File: src/tlmc_pkg.sv
// shared constants and state type of the test-loop message codec
// assumes octets arrive most significant bit first, one octet per transfer
package tlmc_pkg;
    // header nibbles: skip indicator in bits 8..5, discriminator in bits 4..1
    localparam logic [3:0] PD_TEST = 4'hf;
    localparam logic [3:0] SKIP_NONE = 4'h0;
    localparam logic [3:0] TYPE_FAMILY = 4'h4;
    // message types
    localparam logic [7:0] MT_CLOSE = 8'h40;
    localparam logic [7:0] MT_CLOSE_CMP = 8'h41;
    localparam logic [7:0] MT_OPEN = 8'h42;
    localparam logic [7:0] MT_OPEN_CMP = 8'h43;
    localparam logic [7:0] MT_ACT = 8'h44;
    localparam logic [7:0] MT_ACT_CMP = 8'h45;
    localparam logic [7:0] MT_DEACT = 8'h46;
    localparam logic [7:0] MT_DEACT_CMP = 8'h47;
    localparam logic [7:0] MT_POS_RESET = 8'h48;
    localparam logic [7:0] POS_TECH_SATNAV = 8'h00;
    // loop mode octet
    localparam int MODE_LOW_BIT = 0;
    localparam int MODE_HIGH_BIT = 1;
    localparam logic [1:0] MODE_SCHEME1 = 2'h0;
    localparam logic [1:0] MODE_SCHEME2 = 2'h1;
    // loopback setup list
    localparam int MAX_ENTRIES = 5;
    localparam logic [1:0] ENTRY_LAST_OCT = 2'h2;
    localparam logic [4:0] RB_ID_MIN = 5'h05;
    localparam logic [7:0] LEN_NONE = 8'h00;
    localparam logic [7:0] REM_ONE = 8'h01;
    // register map (byte addresses)
    localparam logic [7:0] REG_CTRL = 8'h00;
    localparam logic [7:0] REG_STATUS = 8'h04;
    localparam logic [7:0] REG_DROPS = 8'h08;
    localparam logic [7:0] REG_POSCNT = 8'h0c;
    localparam logic [7:0] REG_ENTRY0 = 8'h10;
    localparam logic [7:0] ALIGN_MASK = 8'h03;
    localparam int CTRL_BEARERS_UP = 0;
    localparam int CTRL_PDCP = 1;
    localparam logic [1:0] CTRL_RESET = 2'h0;

    typedef enum logic [2:0] {
        ST_HDR = 3'b000,
        ST_TYPE = 3'b001,
        ST_MODE = 3'b010,
        ST_LEN = 3'b011,
        ST_LIST = 3'b100,
        ST_TECH = 3'b101,
        ST_DRAIN = 3'b110
    } tlmc_state_t;
endpackage

File: src/tlmc_reply_if.sv
// reply request handed from the message parser to the reply encoder
// assumes both ends sit on the same clock
`timescale 1ns/1ns
interface tlmc_reply_if;
    logic req;
    logic [7:0] msg_type;
    logic busy;
    modport ctl (output req, output msg_type, input busy);
    modport enc (input req, input msg_type, output busy);
endinterface

File: src/tlmc_codec.sv
// test-loop message codec: parses test-control messages, keeps loop state, encodes replies
// assumes one received octet per rx transfer with rx_last on the final octet, and an apb master
//
// Summary of operation
// - drop messages with nonzero skip indicator
// - discriminator nibble must be binary 1111
// - only 0100xxxx message types are accepted
// - close: header, type, mode, optional setup
// - select bits 00 choose first loopback scheme
// - select bits 01 choose second loopback scheme
// - loop mode bit 3 is ignored
// - setup list holds at most five entries
// - entry: 16-bit uplink size, msb first
// - bearer identity low five bits, 5..31
// - uplink size only scheme one, no pdcp
// - commands only travel toward the device
// - replies are header and type only
// - activation reply type is 01000101
// - positioning reset 01001000 plus technology octet
// - technology zero is assisted satnav only
// - satnav reset clears stored aiding data
// - open opens loops and replies only when the ctrl bearers-up bit is set
`timescale 1ns/1ns
module tlmc_codec import tlmc_pkg::*; #(
    parameter int ENTRIES = MAX_ENTRIES
) (
    // clock, reset and freeze
    input wire logic clock,
    input wire logic reset_n,
    input wire logic ce,
    // apb slave
    input wire logic psel,
    input wire logic penable,
    input wire logic pwrite,
    input wire logic [7:0] paddr,
    input wire logic [31:0] pwdata,
    output logic [31:0] prdata,
    output logic pready,
    output logic pslverr,
    // received message octets
    input wire logic rx_valid,
    input wire logic [7:0] rx_data,
    input wire logic rx_last,
    output logic rx_ready,
    // reply octets
    output logic tx_valid,
    output logic [7:0] tx_data,
    output logic tx_last,
    input wire logic tx_ready,
    // loop control
    output logic loop_closed,
    output logic [1:0] loop_mode,
    output logic ul_size_apply,
    output logic rb_test_mode,
    output logic pos_clear
);
    localparam logic [2:0] NENT = 3'(ENTRIES);

    tlmc_state_t st_q, st_d;
    logic [7:0] type_q, mode_q, tech_q, rem_q;
    logic bad_q;
    logic [1:0] oct_q;
    logic [2:0] idx_q, ent_cnt_q;
    logic [15:0] acc_q;
    logic [15:0] ent_size_q [ENTRIES];
    logic [4:0] ent_id_q [ENTRIES];
    logic [ENTRIES-1:0] ent_ok_q;
    logic [1:0] ctrl_q;
    logic [15:0] drops_q, poscnt_q;
    logic loop_closed_q, test_mode_q, pos_clear_q, ul_apply_q;
    logic [1:0] loop_mode_q;
    logic pend_q, rx_ready_q;
    logic [7:0] rep_type_q;

    tlmc_reply_if rep_if ();

    function automatic logic is_cmd(input logic [7:0] t);
        is_cmd = (t == MT_CLOSE) || (t == MT_OPEN) || (t == MT_ACT) || (t == MT_DEACT) || (t == MT_POS_RESET);
    endfunction

    // types that must carry one more mandatory octet
    function automatic logic needs_more(input logic [7:0] t);
        needs_more = (t == MT_CLOSE) || (t == MT_POS_RESET);
    endfunction

    function automatic logic [2:0] ent_idx(input logic [7:0] a);
        logic [7:0] off;
        off = a - REG_ENTRY0;
        ent_idx = off[4:2];
    endfunction

    // receive path decode
    wire logic take = ce && rx_valid && rx_ready_q;
    wire logic hdr_bad = (rx_data[7:4] != SKIP_NONE) || (rx_data[3:0] != PD_TEST);
    wire logic type_bad = (rx_data[7:4] != TYPE_FAMILY) || !is_cmd(rx_data);
    wire logic [7:0] cur_type = (st_q == ST_TYPE) ? rx_data : type_q;
    wire logic [7:0] cur_mode = (st_q == ST_MODE) ? rx_data : mode_q;
    wire logic [7:0] cur_tech = (st_q == ST_TECH) ? rx_data : tech_q;
    // bit 3 of the mode octet is never looked at
    wire logic [1:0] sel = {cur_mode[MODE_HIGH_BIT], cur_mode[MODE_LOW_BIT]};
    wire logic sel_ok = (sel == MODE_SCHEME1) || (sel == MODE_SCHEME2);
    wire logic ent_done = (st_q == ST_LIST) && (oct_q == ENTRY_LAST_OCT);
    wire logic ent_keep = ent_done && (idx_q < NENT);
    wire logic [2:0] nent = idx_q + 3'(ent_keep);
    wire logic drop_now = take && (((st_q == ST_HDR) && (hdr_bad || rx_last))
                               || ((st_q == ST_TYPE) && (type_bad || (rx_last && needs_more(rx_data)))));
    wire logic fin = take && rx_last && !drop_now && (st_q != ST_HDR) && !((st_q == ST_DRAIN) && bad_q);

    // completed message actions
    wire logic do_close = fin && (cur_type == MT_CLOSE) && sel_ok;
    wire logic do_open = fin && (cur_type == MT_OPEN) && ctrl_q[CTRL_BEARERS_UP];
    wire logic do_act = fin && (cur_type == MT_ACT);
    wire logic do_deact = fin && (cur_type == MT_DEACT);
    wire logic do_pos = fin && (cur_type == MT_POS_RESET) && (cur_tech == POS_TECH_SATNAV);
    wire logic rep_fire = do_close || do_open || do_act || do_deact;
    wire logic [7:0] rep_type_d = do_close ? MT_CLOSE_CMP : do_open ? MT_OPEN_CMP :
                                  do_act ? MT_ACT_CMP : MT_DEACT_CMP;
    wire logic pend_d = rep_fire || (pend_q && rep_if.busy);

    // apb decode
    wire logic apb_setup = psel && !penable;
    wire logic apb_wr = psel && penable && pready && pwrite && !pslverr;
    wire logic aligned = (paddr & ALIGN_MASK) == 8'h00;
    wire logic ent_hit = aligned && (paddr >= REG_ENTRY0) && (8'(paddr - REG_ENTRY0) < {3'h0, NENT, 2'h0});
    wire logic reg_hit = aligned && ((paddr == REG_CTRL) || (paddr == REG_STATUS) ||
                                     (paddr == REG_DROPS) || (paddr == REG_POSCNT));
    wire logic [2:0] rsel = ent_idx(paddr);
    wire logic [31:0] status_word = {16'h0000, type_q, pend_q, ent_cnt_q, test_mode_q, loop_mode_q, loop_closed_q};
    wire logic [31:0] entry_word = ent_hit ? {7'h00, ent_ok_q[rsel], 3'h0, ent_id_q[rsel], ent_size_q[rsel]}
                                           : 32'h0000_0000;
    wire logic [31:0] rd_mux = (paddr == REG_CTRL) ? {30'h0000_0000, ctrl_q} :
                               (paddr == REG_STATUS) ? status_word :
                               (paddr == REG_DROPS) ? {16'h0000, drops_q} :
                               (paddr == REG_POSCNT) ? {16'h0000, poscnt_q} : entry_word;

    assign rep_if.req = pend_q;
    assign rep_if.msg_type = rep_type_q;
    assign rx_ready = rx_ready_q;
    assign loop_closed = loop_closed_q;
    assign loop_mode = loop_mode_q;
    assign ul_size_apply = ul_apply_q;
    assign rb_test_mode = test_mode_q;
    assign pos_clear = pos_clear_q;

    always_comb begin
        st_d = st_q;
        if (take) begin
            case (st_q)
                ST_HDR: st_d = hdr_bad ? ST_DRAIN : ST_TYPE;
                ST_TYPE: st_d = type_bad ? ST_DRAIN : (rx_data == MT_CLOSE) ? ST_MODE :
                                (rx_data == MT_POS_RESET) ? ST_TECH : ST_DRAIN;
                ST_MODE: st_d = (sel == MODE_SCHEME1) ? ST_LEN : ST_DRAIN;
                ST_LEN: st_d = (rx_data == LEN_NONE) ? ST_DRAIN : ST_LIST;
                ST_LIST: st_d = (rem_q == REM_ONE) ? ST_DRAIN : ST_LIST;
                ST_TECH: st_d = ST_DRAIN;
                ST_DRAIN: st_d = ST_DRAIN;
                default: st_d = ST_HDR;
            endcase
            if (rx_last) begin
                st_d = ST_HDR;
            end
        end
    end

    // parser state and field capture
    always_ff @(posedge clock) begin
        if (!reset_n) begin
            st_q <= ST_HDR;
            bad_q <= 1'b0;
            type_q <= 8'h00;
            mode_q <= 8'h00;
            tech_q <= 8'h00;
        end else if (ce) begin
            st_q <= st_d;
            if (take) begin
                bad_q <= (st_q == ST_HDR) ? drop_now : (bad_q || drop_now);
            end
            if (take && st_q == ST_TYPE) begin
                type_q <= rx_data;
            end
            if (take && st_q == ST_MODE) begin
                mode_q <= rx_data;
            end
            if (take && st_q == ST_TECH) begin
                tech_q <= rx_data;
            end
        end
    end

    // loopback setup list capture
    always_ff @(posedge clock) begin
        if (!reset_n) begin
            rem_q <= 8'h00;
            oct_q <= 2'h0;
            idx_q <= 3'h0;
            acc_q <= 16'h0000;
            ent_ok_q <= '0;
            for (int i = 0; i < ENTRIES; i++) begin
                ent_size_q[i] <= 16'h0000;
                ent_id_q[i] <= 5'h00;
            end
        end else if (ce && take) begin
            if (st_q == ST_MODE) begin
                idx_q <= 3'h0;
            end
            if (st_q == ST_LEN) begin
                rem_q <= rx_data;
                oct_q <= 2'h0;
            end
            if (st_q == ST_LIST) begin
                rem_q <= rem_q - REM_ONE;
                oct_q <= ent_done ? 2'h0 : oct_q + 2'h1;
                acc_q <= {acc_q[7:0], rx_data};
                idx_q <= nent;
            end
            if (ent_keep) begin
                ent_size_q[idx_q] <= acc_q;
                ent_id_q[idx_q] <= rx_data[4:0];
                ent_ok_q[idx_q] <= rx_data[4:0] >= RB_ID_MIN;
            end
        end
    end

    // loop state and reply hand-off
    always_ff @(posedge clock) begin
        if (!reset_n) begin
            loop_closed_q <= 1'b0;
            loop_mode_q <= MODE_SCHEME1;
            ent_cnt_q <= 3'h0;
            test_mode_q <= 1'b0;
            pos_clear_q <= 1'b0;
            ul_apply_q <= 1'b0;
            pend_q <= 1'b0;
            rep_type_q <= 8'h00;
            rx_ready_q <= 1'b0;
        end else if (ce) begin
            if (do_close) begin
                loop_closed_q <= 1'b1;
                loop_mode_q <= sel;
                ent_cnt_q <= (sel == MODE_SCHEME1) ? nent : 3'h0;
            end else if (do_open) begin
                loop_closed_q <= 1'b0;
            end
            if (do_act) begin
                test_mode_q <= 1'b1;
            end else if (do_deact) begin
                test_mode_q <= 1'b0;
            end
            pos_clear_q <= do_pos;
            ul_apply_q <= loop_closed_q && (loop_mode_q == MODE_SCHEME1) && !ctrl_q[CTRL_PDCP];
            pend_q <= pend_d;
            if (rep_fire) begin
                rep_type_q <= rep_type_d;
            end
            rx_ready_q <= !pend_d;
        end
    end

    // apb slave, no wait states; drop counter write clears, a new drop wins
    always_ff @(posedge clock) begin
        if (!reset_n) begin
            pready <= 1'b0;
            pslverr <= 1'b0;
            prdata <= 32'h0000_0000;
            ctrl_q <= CTRL_RESET;
            drops_q <= 16'h0000;
            poscnt_q <= 16'h0000;
        end else if (ce) begin
            pready <= apb_setup;
            if (apb_setup) begin
                prdata <= (reg_hit || ent_hit) ? rd_mux : 32'h0000_0000;
                pslverr <= !(reg_hit || ent_hit);
            end
            if (apb_wr && paddr == REG_CTRL) begin
                ctrl_q <= pwdata[1:0];
            end
            if (apb_wr && paddr == REG_DROPS) begin
                drops_q <= 16'(drop_now);
            end else if (drop_now) begin
                drops_q <= drops_q + 16'h0001;
            end
            if (apb_wr && paddr == REG_POSCNT) begin
                poscnt_q <= 16'(do_pos);
            end else if (do_pos) begin
                poscnt_q <= poscnt_q + 16'h0001;
            end
        end
    end

    tlmc_reply_enc u_enc (
        .clock(clock),
        .reset_n(reset_n),
        .ce(ce),
        .rep(rep_if.enc),
        .tx_valid(tx_valid),
        .tx_data(tx_data),
        .tx_last(tx_last),
        .tx_ready(tx_ready)
    );
endmodule

File: src/tlmc_reply_enc.sv
// reply encoder: sends header octet then message type octet
// assumes the downstream sink may stall with tx_ready low
`timescale 1ns/1ns
module tlmc_reply_enc import tlmc_pkg::*; (
    // clock, reset and freeze
    input wire logic clock,
    input wire logic reset_n,
    input wire logic ce,
    // reply request
    tlmc_reply_if.enc rep,
    // reply octets
    output logic tx_valid,
    output logic [7:0] tx_data,
    output logic tx_last,
    input wire logic tx_ready
);
    logic busy_q;
    logic [7:0] type_q;
    wire logic start = rep.req && !busy_q;
    wire logic sent = tx_valid && tx_ready;

    assign rep.busy = busy_q;

    always_ff @(posedge clock) begin
        if (!reset_n) begin
            busy_q <= 1'b0;
            type_q <= 8'h00;
            tx_valid <= 1'b0;
            tx_data <= 8'h00;
            tx_last <= 1'b0;
        end else if (ce) begin
            if (start) begin
                busy_q <= 1'b1;
                type_q <= rep.msg_type;
                tx_valid <= 1'b1;
                tx_data <= {SKIP_NONE, PD_TEST};
                tx_last <= 1'b0;
            end else if (sent && !tx_last) begin
                tx_data <= type_q;
                tx_last <= 1'b1;
            end else if (sent) begin
                busy_q <= 1'b0;
                tx_valid <= 1'b0;
                tx_last <= 1'b0;
            end
        end
    end
endmodule

File: config.mk
export PLATFORM = sky130hd
export DESIGN_NAME = tlmc_codec
export DESIGN_NICKNAME = d
export VERILOG_FILES = /design/src/tlmc_pkg.sv /design/src/tlmc_reply_if.sv /design/src/tlmc_codec.sv /design/src/tlmc_reply_enc.sv
export SDC_FILE = /design/constraint.sdc
export NUM_CORES = 1
export LEC_CHECK = 0
export ABC_CLOCK_PERIOD_IN_PS = 7900
export BUFFER_PORTS_ARGS = -buffer_cell sky130_fd_sc_hd__buf_2
export CORE_MARGIN = 2
export CORE_UTILIZATION = 54
export DETAILED_ROUTE_END_ITERATION = 10
export PLACE_DENSITY = 0.73
export SKIP_LAST_GASP = 1
export SYNTH_ARGS = -nofsm -noshare
export SYNTH_HDL_FRONTEND = slang
export SYNTH_SLANG_ARGS = --single-unit
File: constraint.sdc
create_clock -name clock -period 7.9 [get_ports clock]
set_clock_uncertainty 0.05 [all_clocks]
set_input_delay 0.395 -clock clock [delete_from_list [all_inputs] [get_ports clock]]
set_output_delay 0.395 -clock clock [all_outputs]
set_load 0.02 [all_outputs]
==> summary.md, run 1 <==
| Metric | Value |
|---|---|
| Hold Path Class | `primary input to flip-flop` |
| Gr ovfl total | `0` |
| Hold Path Stages | `3` |
| Detailed Route Iter0 Violations | `936` |
| Wire per inst | `19.22 um` |
| Critical path startpoint category | `flip-flop` |
| Worst Slack Setup Final | `4.243 ns` |
| Post-DP HPWL | `21100 um` |
| Setup CP Type | `flip-flop to flip-flop` |
| Seq/Total Area, Yosys | `55.42%` |
| Share of power burned in registers | `50.9%` |
| Layout net count | `1440` |
| Slew Limit Fails | `0` |
| Avg Inst Size Synth | `11.00 um^2` |
| Yosys reg bits | `306` |
| Pleak | `5.692 nW` |
| Synth cell types | `76` |
| EDFF count, synth | `168` |
| Min-Delay Endpoint | `ctrl_q[0]` |
| P_int | `2.643 mW` |
| Core area | `25840 um^2` |
| Synth top area share | `35.81%` |
| Synth warnings | `0` |
| Worst vdd ir | `192.3 uV` |
| Total net switching power | `756.1 uW` |
| Max clock buf depth | `3` |
| DRT Pass-1 Iters | `5` |
| Largest net degree at the start of global routing | `68` |
| Most used flip-flop cell after synthesis | `edfxtp_1` |
| Reg area | `7807 um^2` |
| R2r startpoint | `st_q[1]` |
| Synth top area cells | `edfxtp_1, dfxtp_1, mux4_2` |
| R2R Setup Slk | `4.24 ns` |
| Layout cells sized above 1 | `14.71%` |
| Vias | `10110` |
| Minimum clock period after layout | `3.657 ns` |
| Clk sinks | `306` |
| Max Fclk | `273.4 MHz` |
| R2R Path End | `ent_size_q[1][0]` |
| # Post-CTS Setup Buffers | `0` |
| Clk pwr share | `43.7%` |
| HP Start | `pwdata[0]` |
| Dpl ws | `4.299 ns` |
| TritonCTS clock tree | `yes` |
| WP data required | `7.96 ns` |
| Max cap viols | `0` |
| Switching share of power | `22.24%` |
| Worst-case reg-to-reg path depth | `5` |
| CTS root buf | `clkbuf_16` |
| Tot GR Track Use | `24.36%` |
| Number of fill cells | `2137` |
| Crit. End Element | `flip-flop` |
| Run status | `finished clean` |
| RSZ-0062 raised after global routing | `false` |
| # setup viols final | `0` |
| Setup TNS | `0 ns` |
| Async set or reset register ratio after synthesis | `0%` |
| Die W | `165.5 um` |
| Clock slew at reported path FFs | `0.06 ns` |
| Area grow syn2layout | `12.09%` |
| CTS resizes | `0` |
| ANT nets after route | `0` |
| First-pass GRT wire length | `51360 um` |
| Critical Path AT | `3.72 ns` |
| Post-CTS Hold Buffers | `0` |
| # IOs | `108` |
| Number of buffers created by CTS | `34` |
| CP max FO | `21` |
| Vias in the first global route | `9561` |
| Post-synthesis instance total | `1281` |
| Number of remaining DRC errors | `0` |
| Via density | `5.824` |
| Die Ht | `165.5 um` |
| Skew-Pair Late Insertion Delay | `0.51 ns` |
| Worst Tran Pin Value | `1.108 ns` |
| Initial Util | `54.53%` |
| Worst Setup SP | `st_q[1]` |
| Initial antenna violation count | `0` |
| Fin crit share | `46.30%` |
| WL final | `33360 um` |
| Slew HR | `25.58%` |
| Combinational share of power | `5.4%` |
| Final hold violations | `0` |
| # rows | `59` |
| Die area | `27400 um^2` |
| Mapped Area | `14090 um^2` |
| Multi-input logic area | `5976 um^2` |
| Power Dens Cells | `215.3 nW/um^2` |
| H-tree Lvls | `2` |
| Buffers added on ports | `64` |
| Yosys top cell by area | `edfxtp_1` |
| Placer Congestion | `0.8909` |
## Yosys cell counts (22+ instances only)
cell type and n:
o21ai_0 50, dfxtp_1 138, inv_1 29, nor3_1 23, mux2i_1 22, edfxtp_1 168
nor2_1 91, nand3_1 27, a21oi_1 111, clkbuf_1 58, and2_1 103, nand2_1 148
mux4_2 43
## cell type report
cell class                      count  area share [%]
Antenna cell                        1         0.01585
Tap cell                          335           2.654
Clock inverter                      7          0.3328
Timing Repair Buffer               78           2.710
Multi-Input combinational cell    924           37.84
Sequential cell                   306           49.44
Inverter                           31          0.7369
Clock buffer                       54           6.267
## per-layer routing
layer | share of wire (%) | up-vias | GRT usage (%) | wire [um]
met5 | 0 | - | 0 | 0
met4 | 2.9 | 0 | 8.425 | 969
met3 | 6.4 | 70 | 3.821 | 2138
met2 | 48 | 346 | 40.49 | 16040
met1 | 43 | 4943 | 32.69 | 14210
li1 | - | 4752 | - | -
## placed cells by master, fill, tap and decap left out, types with 7 or more instances in the layout
cell	count
clkbuf_16	34
nand2b_1	13
nor3_1	22
and3_1	8
clkbuf_1	13
nor2_1	88
xor2_1	10
buf_4	15
dfxtp_1	138
mux4_2	43
and2_1	103
a21oi_1	111
a22oi_1	9
edfxtp_1	168
conb_1	76
nand4_1	13
or4_1	7
ha_1	8
o21ai_0	48
o22a_1	14
or3_1	11
xnor2_1	11
nand3_1	27
inv_1	28
nand2_1	148
o31ai_1	17
mux2i_1	22
buf_2	63
nor4_1	10
## cells by family after synthesis
family / synth area share (%)
other: 0.02662
muxes: 8.677
AOI/OAI and AO/OA: 10.79
DFF: 55.42
xor gates and xnor gates: 1.305
and+or+nand+nor: 18.63
buffers and inverters: 4.440
adders and majority gates: 0.7105
## worst max-delay path by stage
stage               cells after the start           endpoint  slack [ns]
floorplan                               5     ent_id_q[3][0]        4.21
detailed placement                      6  ent_size_q[1][11]        4.30
global placement                        6  ent_size_q[1][11]        4.30
finish                                  5   ent_size_q[1][0]        4.24
CTS                                     5   ent_size_q[1][0]        4.31
global route                            5   ent_size_q[1][0]        4.05
## flip-flops by register name (all words and copies together), names as in the netlist, 16 cells and up
register / count
acc_q: 16
prdata: 22
drops_q: 16
poscnt_q: 16
ent_id_q: 40
ent_size_q: 128
## metrics by stage
| stage | hold slack (ns) | instance area (um^2) | utilization [%] | total power [mW] | cells |
|---|---|---|---|---|---|
| global route | 0.08789 | 15790 | 61.11 | 3.497 | 1735 |
| global placement | 0.3921 | 14750 | 57.08 | 1.940 | 1674 |
| floorplan | 0.3784 | 14370 | - | 1.890 | 1356 |
| CTS | 0.06620 | 15790 | 61.11 | 3.416 | 1735 |
| finish | 0.07609 | 15790 | 61.12 | 3.399 | 1736 |
| detailed placement | 0.3914 | 14750 | 57.08 | 1.944 | 1674 |
## worst max-delay path: stages, from the launching register on
cell and delay, ns:
dfxtp_1 0.52, and4b_1 0.52, nand4b_1 0.40, or3b_2 0.66
or2_1 0.30, nand2_1 0.80
## power groups by stage
stage	Combinational, mW	Clock, mW	Sequential (mW)
after floorplan	0.130	0	1.76
after global placement	0.177	0	1.76
after detailed placement	0.179	0	1.77
after CTS	0.180	1.50	1.73
after global routing	0.197	1.57	1.73
final	0.182	1.49	1.73
Power figures use the tool's default switching activity.
==> inputs of run 2 (changes only) <==
--- a/config.mk
+++ b/config.mk
@@ -5,7 +5,7 @@
 export SDC_FILE = /design/constraint.sdc
 export NUM_CORES = 1
 export LEC_CHECK = 0
-export ABC_CLOCK_PERIOD_IN_PS = 7900
+export ABC_CLOCK_PERIOD_IN_PS = 3400
 export BUFFER_PORTS_ARGS = -buffer_cell sky130_fd_sc_hd__buf_2
 export CORE_MARGIN = 2
 export CORE_UTILIZATION = 54
==> constraint.sdc (replaced) <==
create_clock -name clock -period 3.4 [get_ports clock]
set_clock_uncertainty 0.05 [all_clocks]
set_input_delay 0.17 -clock clock [delete_from_list [all_inputs] [get_ports clock]]
set_output_delay 0.17 -clock clock [all_outputs]
set_load 0.02 [all_outputs]
==> run 2 against run 1 <==
Die area stayed put; power increased by 140%; worst setup slack got worse by 3.8 ns; core utilization is 1.3 points higher; register-to-register slack worse by 3.8 ns; cell count up 1.7%; worst hold slack got worse by 0.055 ns; combinational power grew 140%; non-clock buffer count increased by 30; first-iteration DRC count fell by 1.6%; count of clock-buffer cells in the layout shrank 1.
==> summary.md, run 2 (synthesis gave the netlist of run 1 again) <==
| Metric | Value |
|---|---|
| Run status | `finished clean` |
| Cell chain of the critical path | `or3b_2, nor4_2, a2bb2oi_4, nand3_2, or4_1, a21oi_1` |
| Detailed Route Iter0 Violations | `921 (-1.6%)` |
| Commonest non-fill, non-tap cell in the layout | `edfxtp_1` |
| Worst vdd ir | `400.3 uV (+110%)` |
| Tot GR Track Use | `24.78% (+0.42 points)` |
| Critical path startpoint category | `flip-flop` |
| Final hold violations | `0 (unchanged)` |
| Vias in the first global route | `9784 (+2.3%)` |
| Most frequent cells in the layout | `edfxtp_1, nand2_1, dfxtp_1, a21oi_1, and2_1` |
| Buffers added on ports | `64 (unchanged)` |
| Max Fclk | `338.5 MHz (+24%)` |
| Die Ht | `165.5 um (unchanged)` |
| Max clock buf depth | `3 (unchanged)` |
| Clk pwr share | `45.1% (+1.4 points)` |
| Area grow syn2layout | `14.53%` |
| Switching share of power | `21.52% (-0.72 points)` |
| Via density | `5.745 (-1.4%)` |
| Total chip power | `8.133 mW (+140%)` |
| Crit. End Element | `flip-flop` |
| Gr ovfl total | `0 (unchanged)` |
| ANT nets after route | `0 (unchanged)` |
| Clock slew at reported path FFs | `0.06 ns (about the same)` |
| HP Start | `penable` |
| Number of fill cells | `2063 (-3.5%)` |
| Die W | `165.5 um (unchanged)` |
| Setup TNS | `0 ns (unchanged)` |
| CTS resizes | `0 (unchanged)` |
| Initial antenna violation count | `0 (unchanged)` |
| CTS root buf | `clkbuf_16` |
| CP max FO | `21 (unchanged)` |
| TritonCTS clock tree | `yes` |
| Worst path top cell family by delay | `simple AND/OR/NAND/NOR gates` |
| Post-DP HPWL | `21830 um (+3.5%)` |
| Max reg flops | `128 (unchanged)` |
| Vias | `10150 (+0.35%)` |
| Combinational share of power | `5.5% (about the same)` |
| # Post-CTS Setup Buffers | `0 (unchanged)` |
| Worst path max stage delay | `0.75 ns (-0.05 ns)` |
| Layout cells sized above 1 | `15.86% (+1.1 points)` |
| Slowest stage cell, crit path | `dfxtp_1` |
| Dpl cell area | `14920 um^2 (+1.2%)` |
| Slew HR | `16.65% (-8.9 points)` |
| RSZ-0062 raised after global routing | `false` |
| WP data required | `3.79 ns (-4.17 ns)` |
| WL final | `33820 um (+1.4%)` |
| Largest Register | `ent_size_q` |
| Initial Util | `54.53% (unchanged)` |
| N_diodes | `0 (-1)` |
| Worst-case reg-to-reg path depth | `6 (+1)` |
| Total net switching power | `1.750 mW (+130%)` |
| Layout net count | `1470 (+2.1%)` |
| CP bufs+invs | `0 (unchanged)` |
| # setup viols final | `0 (unchanged)` |
| Largest net degree at the start of global routing | `67 (-1.5%)` |
| R2r startpoint | `st_q[0]` |
| Setup CP Type | `flip-flop to flip-flop` |
| Hold Path Stages | `4 (+1)` |
| Number of buffers created by CTS | `34 (unchanged)` |
| Worst Tran Pin Value | `1.237 ns (+0.1294 ns)` |
| Top flop regs | `ent_size_q: 128 flops, ent_id_q: 40 flops, prdata: 22 flops` |
| First-pass GRT wire length | `51690 um (+0.64%)` |
| H-tree Lvls | `2 (unchanged)` |
| P_int | `6.383 mW (+140%)` |
| Skew-Pair Late Insertion Delay | `0.51 ns (about the same)` |
| Power Dens Cells | `504.0 nW/um^2 (+130%)` |
| Core area | `25840 um^2 (unchanged)` |
| Max cap viols | `0 (unchanged)` |
| DRT Pass-1 Iters | `5 (unchanged)` |
| Die area | `27400 um^2 (unchanged)` |
| Placer Congestion | `0.8786 (-1.4%)` |
| Critical Path AT | `3.34 ns (-0.38 ns)` |
| Pleak | `5.882 nW (+3.3%)` |
| Minimum clock period after layout | `2.954 ns (-0.7034 ns)` |
| Min-Delay Endpoint | `pslverr` |
| Share of power burned in registers | `49.4% (-1.5 points)` |
| # IOs | `108 (unchanged)` |
| Clk sinks | `306 (unchanged)` |
| # rows | `59 (unchanged)` |
| Slew Limit Fails | `0 (unchanged)` |
| Fin crit share | `86.88% (+41 points)` |
| Hold Path Class | `primary input to flip-flop` |
| Wire per inst | `19.15 um (-0.33%)` |
| Final Cell Area | `16140 um^2 (+2.2%)` |
| Number of remaining DRC errors | `0 (unchanged)` |
| R2R Setup Slk | `0.45 ns (-3.80 ns)` |
| R2R Path End | `poscnt_q[13]` |
run 2: changes by cell type in the layout (fill, tap and decap cells not counted), sizes merged:
| cell | delta |
|---|---|
| clkinv | +1 |
| dlygate4sd3 | +9 |
| buf | +21 |
| clkinvlp | +1 |
| clkbuf | -1 |
| inv | -2 |
| diode | -1 |
| bufinv | +2 |
run 2: power groups by stage:
stage / Combinational, mW / Sequential (mW) / Clock, mW
6_report: 0.444 / 4.02 / 3.67
5_1_grt: 0.481 / 4.03 / 3.87
4_1_cts: 0.439 / 4.02 / 3.72
3_5_place_dp: 0.430 / 4.10 / 0
3_3_place_gp: 0.425 / 4.09 / 0
2_1_floorplan: 0.301 / 4.09 / 0
run 2: final cells by class:
type / count / area (um^2) / share of cell area (%)
multi-input combinational: 924 / 5968 / 36.99
inverter: 31 / 116.4 / 0.7212
sequential: 306 / 7807 / 48.39
clock buffer: 53 / 1026 / 6.359
tap: 335 / 419.2 / 2.598
clock inverter: 9 / 97.59 / 0.6048
timing repair buffer: 108 / 700.7 / 4.342
run 2: metal layers:
metal | global-route usage, % | share of wire, % | vias to the layer above | wire, um
li1 | - | - | 4811 | -
met1 | 31.38 | 41 | 4883 | 13900
met2 | 42.40 | 49 | 378 | 16490
met3 | 4.795 | 7.2 | 74 | 2443
met4 | 9.013 | 2.9 | 0 | 987
met5 | 0 | 0 | - | 0
run 2: stage by stage:
stage | instances | util, % | setup slack (ns) | hold slack [ns]
2_1_floorplan | 1356 | - | 0.08557 | 0.2189
3_3_place_gp | 1695 | 57.75 | 0.5463 | 0.3561
3_5_place_dp | 1695 | 57.75 | 0.5332 | 0.3680
4_1_cts | 1766 | 62.45 | 0.4859 | 0.002658
5_1_grt | 1766 | 62.45 | 0.2563 | 0.02068
6_report | 1766 | 62.45 | 0.4461 | 0.02121
run 2: worst min-delay path, stage by stage:
cell and delay [ns]:
buf_2 0.10, nor2_1 0.11, nand3_1 0.11, a21oi_1 0.06
run 2: what timing repair did:
item | CTS | global route
endpoints found under the setup margin | 0 | 0
hold buffers | 9 | 0
hold endpoints to repair | 16 | 0
run 2: how the worst max path moves through the flow:
stage / endpoint / slack (ns) / depth (start not counted) / from
floorplan: ent_id_q[2][0] / 0.09 / 4 / rx_ready
global placement: poscnt_q[13] / 0.55 / 6 / st_q[0]
detailed placement: poscnt_q[13] / 0.53 / 6 / st_q[0]
CTS: poscnt_q[13] / 0.49 / 6 / st_q[0]
global route: poscnt_q[13] / 0.26 / 6 / st_q[0]
finish: poscnt_q[13] / 0.45 / 6 / st_q[0]
==> inputs of run 3 (changes only) <==
--- a/config.mk
+++ b/config.mk
@@ -14,4 +14,5 @@
 export SKIP_LAST_GASP = 1
 export SYNTH_ARGS = -nofsm -noshare
 export SYNTH_HDL_FRONTEND = slang
+export SYNTH_HIERARCHICAL = 1
 export SYNTH_SLANG_ARGS = --single-unit
==> run 3 against run 2 <==
Combinational power about the same; fmax rose by 1.4%; global-route usage rose by 0.73 points; die area up 2.1%; power about the same; the flow now finishes with violations (DRC); synthesized cell count grew 2.0%; critical path depth unchanged; cell count is 1.1% higher; routed wire length grew 4.5%; area after synthesis rose by 2.2%; via count is 3.8% higher.
==> summary.md, run 3 <==
| Metric | Value |
|---|---|
| Detailed Route Iter0 Violations | `1064 (+16%)` |
| Worst hold slack | `0.03129 ns (+0.01008 ns)` |
| Placer Congestion | `0.8948 (+1.8%)` |
| Avg Inst Size Synth | `11.01 um^2 (+0.13%)` |
| Initial Util | `55.08% (+0.55 points)` |
| Number of remaining DRC errors | `6 (+6)` |
| Synth top area cells | `edfxtp_1, dfxtp_1, mux4_2` |
| Pleak | `5.928 nW (+0.79%)` |
| WP data required | `3.78 ns (about the same)` |
| R2R Setup Slk | `0.49 ns (+0.04 ns)` |
| CP max FO | `19 (-9.5%)` |
| Clk sinks | `314 (+2.6%)` |
| CP bufs+invs | `0 (unchanged)` |
| # setup viols final | `0 (unchanged)` |
| Seq/Total Area, Yosys | `55.35% (-0.063 points)` |
| Worst path top cell family by delay | `simple AND/OR/NAND/NOR gates` |
| Worst vdd ir | `429.7 uV (+7.3%)` |
| Die Ht | `167.3 um (+1.1%)` |
| Finished Core Util | `62.89% (+0.44 points)` |
| Post-synthesis instance total | `1307 (+2.0%)` |
| Max Fclk | `343.3 MHz (+1.4%)` |
| TritonCTS clock tree | `yes` |
| Buffers added on ports | `67 (+4.7%)` |
| Hold Path Class | `primary input to flip-flop` |
| Layout net count | `1493 (+1.6%)` |
| CTS root buf | `clkbuf_16` |
| Slowest stage cell, crit path | `dfxtp_1` |
| Run status | `complete, but fails checks` |
| Largest net degree at the start of global routing | `41 (-39%)` |
| Gr ovfl total | `0 (unchanged)` |
| Worst Slack Setup Final | `0.4871 ns (+0.04105 ns)` |
| Max reg flops | `128 (unchanged)` |
| Die area | `27980 um^2 (+2.1%)` |
| Top flop regs | `ent_size_q: 128 flops, ent_id_q: 40 flops, prdata: 22 flops` |
| Initial antenna violation count | `0 (unchanged)` |
| Number of buffers created by CTS | `34 (unchanged)` |
| Max clock buf depth | `3 (unchanged)` |
| # IOs | `108 (unchanged)` |
| Max cap viols | `0 (unchanged)` |
| DRT Pass-1 Iters | `8 (+3)` |
| N_diodes | `0 (unchanged)` |
| EDFF count, synth | `168 (unchanged)` |
| Via density | `5.898 (+2.7%)` |
| Synth cell types | `79 (+3.9%)` |
| Failing checks | `DRC` |
| Area grow syn2layout | `14.19%` |
| Worst Tran Pin Value | `1.108 ns (-0.1295 ns)` |
| Cell chain of the critical path | `nor3b_4, nand3_1, a221oi_4, nand3_4, or4_1, a21oi_1` |
| RSZ-0062 raised after global routing | `false` |
| Core area | `26130 um^2 (+1.1%)` |
| Yosys top cell by area | `edfxtp_1` |
| Total chip power | `8.132 mW (about the same)` |
| Most common library cells after synthesis | `edfxtp_1, nand2_1, dfxtp_1` |
| Power Dens Cells | `494.8 nW/um^2 (-1.8%)` |
| Dpl ws | `0.5489 ns (+0.01570 ns)` |
| Largest Register | `ent_size_q` |
| Top-count cell post-synth | `edfxtp_1` |
| Async set or reset register ratio after synthesis | `0% (unchanged)` |
| Tot GR Track Use | `25.50% (+0.73 points)` |
| Post-DP HPWL | `23240 um (+6.5%)` |
| Final hold violations | `0 (unchanged)` |
| Synth warnings | `6 (+6)` |
| Slew HR | `25.66% (+9.0 points)` |
| Critical Path AT | `3.29 ns (-0.05 ns)` |
| Mapped Area | `14390 um^2 (+2.2%)` |
| # rows | `59 (unchanged)` |
| Wire per inst | `19.79 um (+3.3%)` |
| Clock slew at reported path FFs | `0.06 ns (about the same)` |
| Most frequent cells in the layout | `edfxtp_1, nand2_1, dfxtp_1, and2_1, nor2_1` |
| ANT nets after route | `0 (unchanged)` |
| Minimum clock period after layout | `2.913 ns (-0.04105 ns)` |
| Vias in the first global route | `10230 (+4.5%)` |
| Setup CP Type | `flip-flop to flip-flop` |
| Synth top area share | `35.05% (-0.76 points)` |
| Die W | `167.3 um (+1.1%)` |
| Fin crit share | `85.67% (-1.2 points)` |
| Skew-Pair Late Insertion Delay | `0.51 ns (about the same)` |
| First-pass GRT wire length | `55900 um (+8.1%)` |
| Vias | `10530 (+3.8%)` |
| Critical path startpoint category | `flip-flop` |
| WL final | `35340 um (+4.5%)` |
| # Post-CTS Setup Buffers | `0 (unchanged)` |
| H-tree Lvls | `2 (unchanged)` |
| Slew Limit Fails | `0 (unchanged)` |
| Crit. End Element | `flip-flop` |
| Worst path max stage delay | `0.68 ns (-0.07 ns)` |
| Most used flip-flop cell after synthesis | `edfxtp_1` |
| Commonest non-fill, non-tap cell in the layout | `edfxtp_1` |
| Layout cells sized above 1 | `15.30% (-0.56 points)` |
| Yosys reg bits | `314 (+2.6%)` |
-- run 3: cell count changes in the layout (fill, tap and decap cells not counted), sizes merged, moves of 10 or more --
| cell | previous run | this run |
|---|---|---|
| a211oi | 4 | 23 |
| a21oi | 111 | 79 |
| o22a | 14 | 0 |
| o32ai | 1 | 11 |
| mux2i | 22 | 44 |
| o31ai | 18 | 6 |
| and2 | 103 | 115 |
| a222oi | 0 | 11 |
-- run 3: worst paths after layout --
kind	from	endpoint	cells after the start
min reg2reg	prdata[0]	prdata[0]	2
min	rx_data[4]	ent_id_q[7][4]	1
max	st_q[0]	poscnt_q[11]	6
max reg2reg	st_q[0]	poscnt_q[11]	6
-- run 3: logic make-up after synthesis --
kind of cell / share of synthesized area [%]
muxes: 9.788
adders and majority gates: 0.6954
AOI/OAI and AO/OA: 11.38
DFF: 55.35
buffers and inverters: 3.729
and+or+nand+nor: 17.93
other: 0.02605
xor gates and xnor gates: 1.095
-- run 3: stage by stage --
stage | std cells | TNS (ns) | cell area [um^2]
6_report | 1786 | 0 | 16440
5_1_grt | 1786 | 0 | 16440
4_1_cts | 1786 | 0 | 16440
3_5_place_dp | 1720 | 0 | 15300
3_3_place_gp | 1720 | 0 | 15300
2_1_floorplan | 1383 | -0.8532 | 14680
-- run 3: report_power, final --
| part | switching [mW] | internal (mW) | leakage (nW) | total [mW] |
|---|---|---|---|---|
| combinational | 0.286 | 0.160 | 2.57 | 0.446 |
| sequential | 0.0308 | 4.08 | 2.83 | 4.12 |
| clock | 1.47 | 2.10 | 0.523 | 3.57 |
-- run 3: layout make-up --
class	instances	area, um^2
clock inverter	11	125.1
sequential	314	7968
multi-input combinational	945	6203
fill	2090	9697
inverter	23	86.33
clock buffer	48	943.4
timing repair buffer	110	690.7
tap	335	419.2
-- run 3: repair_timing --
action                                 CTS  global route
gates resized for setup                  0             0
hold buffers                             7             0
endpoints found under the hold margin   11             0
setup endpoints to repair                0             0
-- run 3: per-layer routing --
metal | GRT usage, % | share of wire [%]
met1 | 35.14 | 43
met2 | 40.99 | 46
met3 | 4.727 | 7.6
met4 | 8.809 | 3.2
met5 | 0 | 0
